### config.mk
export PLATFORM = sky130hd
export DESIGN_NAME = range_match
export DESIGN_NICKNAME = d
export VERILOG_FILES = /design/src/rtl/range_match.v
export VERILOG_INCLUDE_DIRS = /design/src /design/src/rtl
export SDC_FILE = /design/constraint.sdc
export NUM_CORES = 1
export LEC_CHECK = 0
export BUFFER_PORTS_ARGS = -buffer_cell sky130_fd_sc_hd__buf_4
export CORE_AREA = 2 2 62 64
export DETAILED_ROUTE_END_ITERATION = 7
export DIE_AREA = 0 0 64 66
export PLACE_DENSITY = 0.9
export SYNTH_ARGS = -nofsm -noshare
export SYNTH_HDL_FRONTEND = slang
export SYNTH_SLANG_ARGS = --single-unit
### constraint.sdc
create_clock -name vclk -period 2.2
set_clock_uncertainty 0.1 [all_clocks]
set_input_delay 0.11 -clock vclk [all_inputs]
set_output_delay 0.11 -clock vclk [all_outputs]
set_load 0.05 [all_outputs]
### src/rtl/mem_protect_consts.vh
// constants for the memory protection checker
`ifndef MEM_PROTECT_CONSTS_VH
`define MEM_PROTECT_CONSTS_VH
`define MP_ADDR_W        32
`define MP_NUM_SETS      2
`define MP_DATA_RANGES   4
`define MP_CODE_RANGES   2
`define MP_MODE_W        2
`define MP_MODE_RD_BIT   0
`define MP_MODE_WR_BIT   1
`define MP_MODE_EX_BIT   0
`define MP_SEL_W         2
`define MP_CFG_W         2
`define MP_CFG_LOWER     2'h0
`define MP_CFG_UPPER     2'h1
`define MP_CFG_MODE      2'h2
`define MP_MODE_RESET    2'h0
`define MP_BOUND_RESET   32'h00000000
`define MP_KIND_DATA     1'h0
`define MP_KIND_CODE     1'h1
`endif

### src/rtl/range_match.v
// one protection range: bound compare and permission check
`timescale 1ns/1ns
`default_nettype none
`include "mem_protect_consts.vh"
module range_match (
   input  wire [`MP_ADDR_W-1:0] addr,
   input  wire [`MP_ADDR_W-1:0] lower,
   input  wire [`MP_ADDR_W-1:0] upper,
   input  wire [`MP_MODE_W-1:0] mode,
   input  wire [`MP_MODE_W-1:0] need,
   output wire                  hit,
   output wire                  allow
);
   // inside when lower <= addr < upper
   assign hit   = (addr >= lower) && (addr < upper);
   // every needed permission bit must be granted
   assign allow = hit && ((mode & need) == need) && (need != {`MP_MODE_W{1'b0}});
endmodule // range_match
`default_nettype wire

# Word level (Yosys, flattened, before mapping)
# Cells that the tools add are included.
# Widths: inputs -> output; s select.
dict set report totals {
  word_cells 8
  regBits 0
  output_inout_bits 2
}
dict set report classes {
  n_reduce_logical 4
  n_eq_ne 1
  n_lt_le_gt_ge 2
  bitwise 1
}
# operator n
set op_table {}
lappend op_table {{$ge 32x32->1} 1}
lappend op_table {{$lt 32x32->1} 1}
lappend op_table {{$logic_and 1x1->1} 3}
lappend op_table {{$and 2x2->2} 1}
lappend op_table {{$eq 2x2->1} 1}
lappend op_table {{$reduce_bool 2->1} 1}

# Depth between registers and ports, before layout
dict set report depth {
  depth_word 4
  mapped_depth 8
}

# Least setup slack after synthesis
# No wires, ideal clock.
dict set report synth_path {
  path_kind {input to output}
  start {in upper[5]}
  end {out allow}
  t_arrival_ns 2.498
  path_stages 8
  slack_ns -0.508
  path_cell_list {inv_1 -> ha_1 -> a21o_1 -> a221oi_1 -> a2bb2oi_1 -> a31oi_1 -> a2111oi_2 -> nor3b_1}
}
dict set report synth_via {
  elab_chain_len 4
}
# item line
set synth_rtl {}
lappend synth_rtl {{from (decl)} range_match.v:8} ;# input wire [`MP_ADDR_W-1:0] upper,
lappend synth_rtl {{$lt 32x32->1} range_match.v:15} ;# assign hit = (addr >= lower) && (addr < upper);
lappend synth_rtl {{$logic_and 1x1->1} range_match.v:15}
lappend synth_rtl {{$logic_and 1x1->1 (2 in a row)} range_match.v:17} ;# assign allow = hit && ((mode & need) == need) && (need != {`MP_MODE_W{1'b0}});
lappend synth_rtl {{to (decl)} range_match.v:12} ;# output wire allow
# No other way between the ends.

# Worst setup path after layout
dict set report layout_path {
  start {in addr[0]}
  end {out allow}
}
dict set report layout_via {
  elab_chain_len 4
  elab_cells_between_ends 5
  cone_classes {order compare: 2; reduce/logical: 3}
}
# item line
set layout_rtl {}
lappend layout_rtl {{from (decl)} range_match.v:6} ;# input wire [`MP_ADDR_W-1:0] addr,
lappend layout_rtl {{$ge 32x32->1 / $lt 32x32->1 (equally long branches)} range_match.v:15}
lappend layout_rtl {{$logic_and 1x1->1 *} range_match.v:15}
lappend layout_rtl {{$logic_and 1x1->1 * (2 in a row)} range_match.v:17}
# Every way passes the cells marked *; elsewhere a longest branch is shown, timed or not.

==> impl_metrics.json <==
{
  "overflow": 0,
  "cts_hold_buf": 0,
  "seq_cell_count": 0,
  "seqCellArea_sq_um": 0,
  "path_common_cell": "buf_4",
  "cp_top_family": "compound AO/OA/AOI/OAI gates",
  "drc": 0,
  "setup_slack_ns": -0.0235,
  "worstSetupEndpointType": "output pin",
  "drt-initial-drc-count": 97,
  "dr.pass1.iters": 5,
  "grt_pass1_wl_microns": 7420,
  "start_util": 0.451,
  "synth.net_count": 385,
  "avgViaCountPerCell": 5.15,
  "setup_tns_ns": -0.0370,
  "place_congestion": 0.827,
  "p_leak_nw": 1.57,
  "clock.fmax_ghz": 0.450,
  "drtAntennaViolNets": 0,
  "place_ws_ns": -0.119,
  "ys_seq_area_frac": 0,
  "wl_microns": 5310,
  "min_period_over_period": 1.01,
  "synthCells": 222,
  "dpl.hpwl_microns": 4180,
  "fin_area_sq_mm": 0.00275,
  "tightest_slew_ns": 0.456,
  "diodes": 0,
  "syn_to_final_growth_pct": 71.9,
  "run_status": "complete, but fails checks",
  "vias": 1941,
  "worstHoldPathCells": 4,
  "path_buf_inv": 4,
  "dieArea_sq_mm": 0.00422,
  "avgSynthCellArea_sq_um": 7.21,
  "core_sq_mm": 0.00355,
  "period_needed_ns": 2.22,
  "portBuffers": 102,
  "slowest_stage": "o41a_2",
  "critPathLaunchType": "primary input",
  "detail_route.wl_per_cell_microns": 14.1,
  "post_dp_cell_area_sq_mm": 0.00246,
  "ir_worst_vdd_mv": 0.100,
  "p_per_area_mw_per_mm2": 186,
  "layout-drive-gt1-share": 0.426,
  "slew_violations": 0,
  "synth.distinct_cells": 29,
  "cpPeakStageDelay_ns": 0.40,
  "worst_slew_margin_rel": 0.695,
  "hold_path_class": "primary input to output pin",
  "antenna_found_initial": 0,
  "violations": "negative setup slack",
  "hold_violations": 0,
  "path_max_fanout": 2,
  "critPathArrivalTime_ns": 2.01,
  "die_y_microns": 66,
  "max-cap-violations": 0,
  "cp_cell_sequence": "buf_4 > inv_1 > ha_1 > o21ai_0 > a221oi_2 > o41a_2 > nor4_2 > buf_4 > nor3b_4 > buf_6",
  "first_global_vias": 1878,
  "cp.depth": 10,
  "nClkBuffers": 0,
  "die_x_microns": 64,
  "rows": 22,
  "cp.required_ns": 1.99,
  "grt_start_max_net_pins": 4,
  "setup_viol": 2,
  "syn_area_sq_mm": 0.00160,
  "grt_usage": 0.213,
  "ios": 102,
  "rsz0062_at_grt": "true",
  "critPathKind": "primary input to output pin",
  "ys_warn_count": 0,
  "final_nets": 494
}
## metal layers
metal,share of wire,vias to the layer above,track usage
li1,-,992,-
met1,0.37,856,0.235
met2,0.55,77,0.447
met3,0.051,16,0.0102
met4,0.036,0,0.0326
met5,0,-,0
## power by group
group          leakage (nW)  total, mW  switching [mW]  internal, mW
Combinational          1.57      0.512           0.229         0.282
Clock                     0          0               0             0
Sequential                0          0               0             0
Total                  1.57      0.512           0.229         0.282
## layout make-up
| cell class | instances | area (sq um) |
|---|---|---|
| tap | 48 | 60.1 |
| multi-input combinational | 156 | 1620 |
| fill | 238 | 800 |
| timing repair buffer | 107 | 822 |
| inverter | 66 | 253 |
## path summary, 6_finish.rpt
kind	from	endpoint
min	mode[0]	allow
max	addr[0]	allow
## metrics by stage
| stage | util | power (mW) | hold slack, ns | std cells |
|---|---|---|---|---|
| final | 0.775 | 0.512 | 0.701 | 377 |
| after global routing | 0.775 | 0.562 | 0.744 | 377 |
| after CTS | 0.715 | 0.445 | 0.621 | 376 |
| after detailed placement | 0.694 | 0.420 | 0.650 | 376 |
| after global placement | 0.694 | 0.406 | 0.674 | 376 |
| after floorplan | - | 0.209 | 0.418 | 222 |
## cell families after synthesis
family,after synthesis,share of synthesized area
and+or+nand+nor,47,0.160
adders and majority gates,63,0.493
muxes,1,0.00704
buffers and inverters,66,0.155
AOI/OAI and AO/OA,45,0.185
## tightest hold or removal path, delay by kind of cell
kind / cells / cell delay, ns
AO/OA/AOI/OAI: 1 / 0.12
buffers and inverters: 2 / 0.26
AND/OR/NAND/NOR: 1 / 0.21
## cells in the final DEF, fill, tap and decap left out, types with 2 or more instances in the layout
master / Yosys / layout
a221o_1: 2 / 2
buf_4: 0 / 102
o21ai_0: 8 / 8
a21o_1: 5 / 5
ha_4: 0 / 12
buf_6: 0 / 5
nand4_1: 8 / 8
nor2_1: 4 / 4
inv_2: 0 / 2
inv_4: 0 / 2
nand3_1: 7 / 7
a21oi_2: 0 / 3
nor3_1: 3 / 3
a21oi_1: 18 / 15
and4_1: 4 / 3
nand2_1: 11 / 11
a211oi_1: 2 / 2
ha_1: 63 / 51
inv_1: 66 / 62
## Yosys cell counts (all sizes together) (3+ instances only)
cell / n / area (sq um)
ha: 63 / 788
nor2: 4 / 15.0
o21ai: 8 / 40.0
nor3: 3 / 15.0
a21o: 5 / 37.5
inv: 66 / 248
nand3: 7 / 35.0
nand4: 8 / 50.1
a221oi: 3 / 26.3
nand2: 11 / 41.3
a21oi: 18 / 90.1
and4: 4 / 35.0
## repair_timing
item,CTS,global route
resized for setup,13,29
pin swaps,6,17
setup buffers,0,1
setup endpoints to repair,2,2
Power figures use the tool's default switching activity.
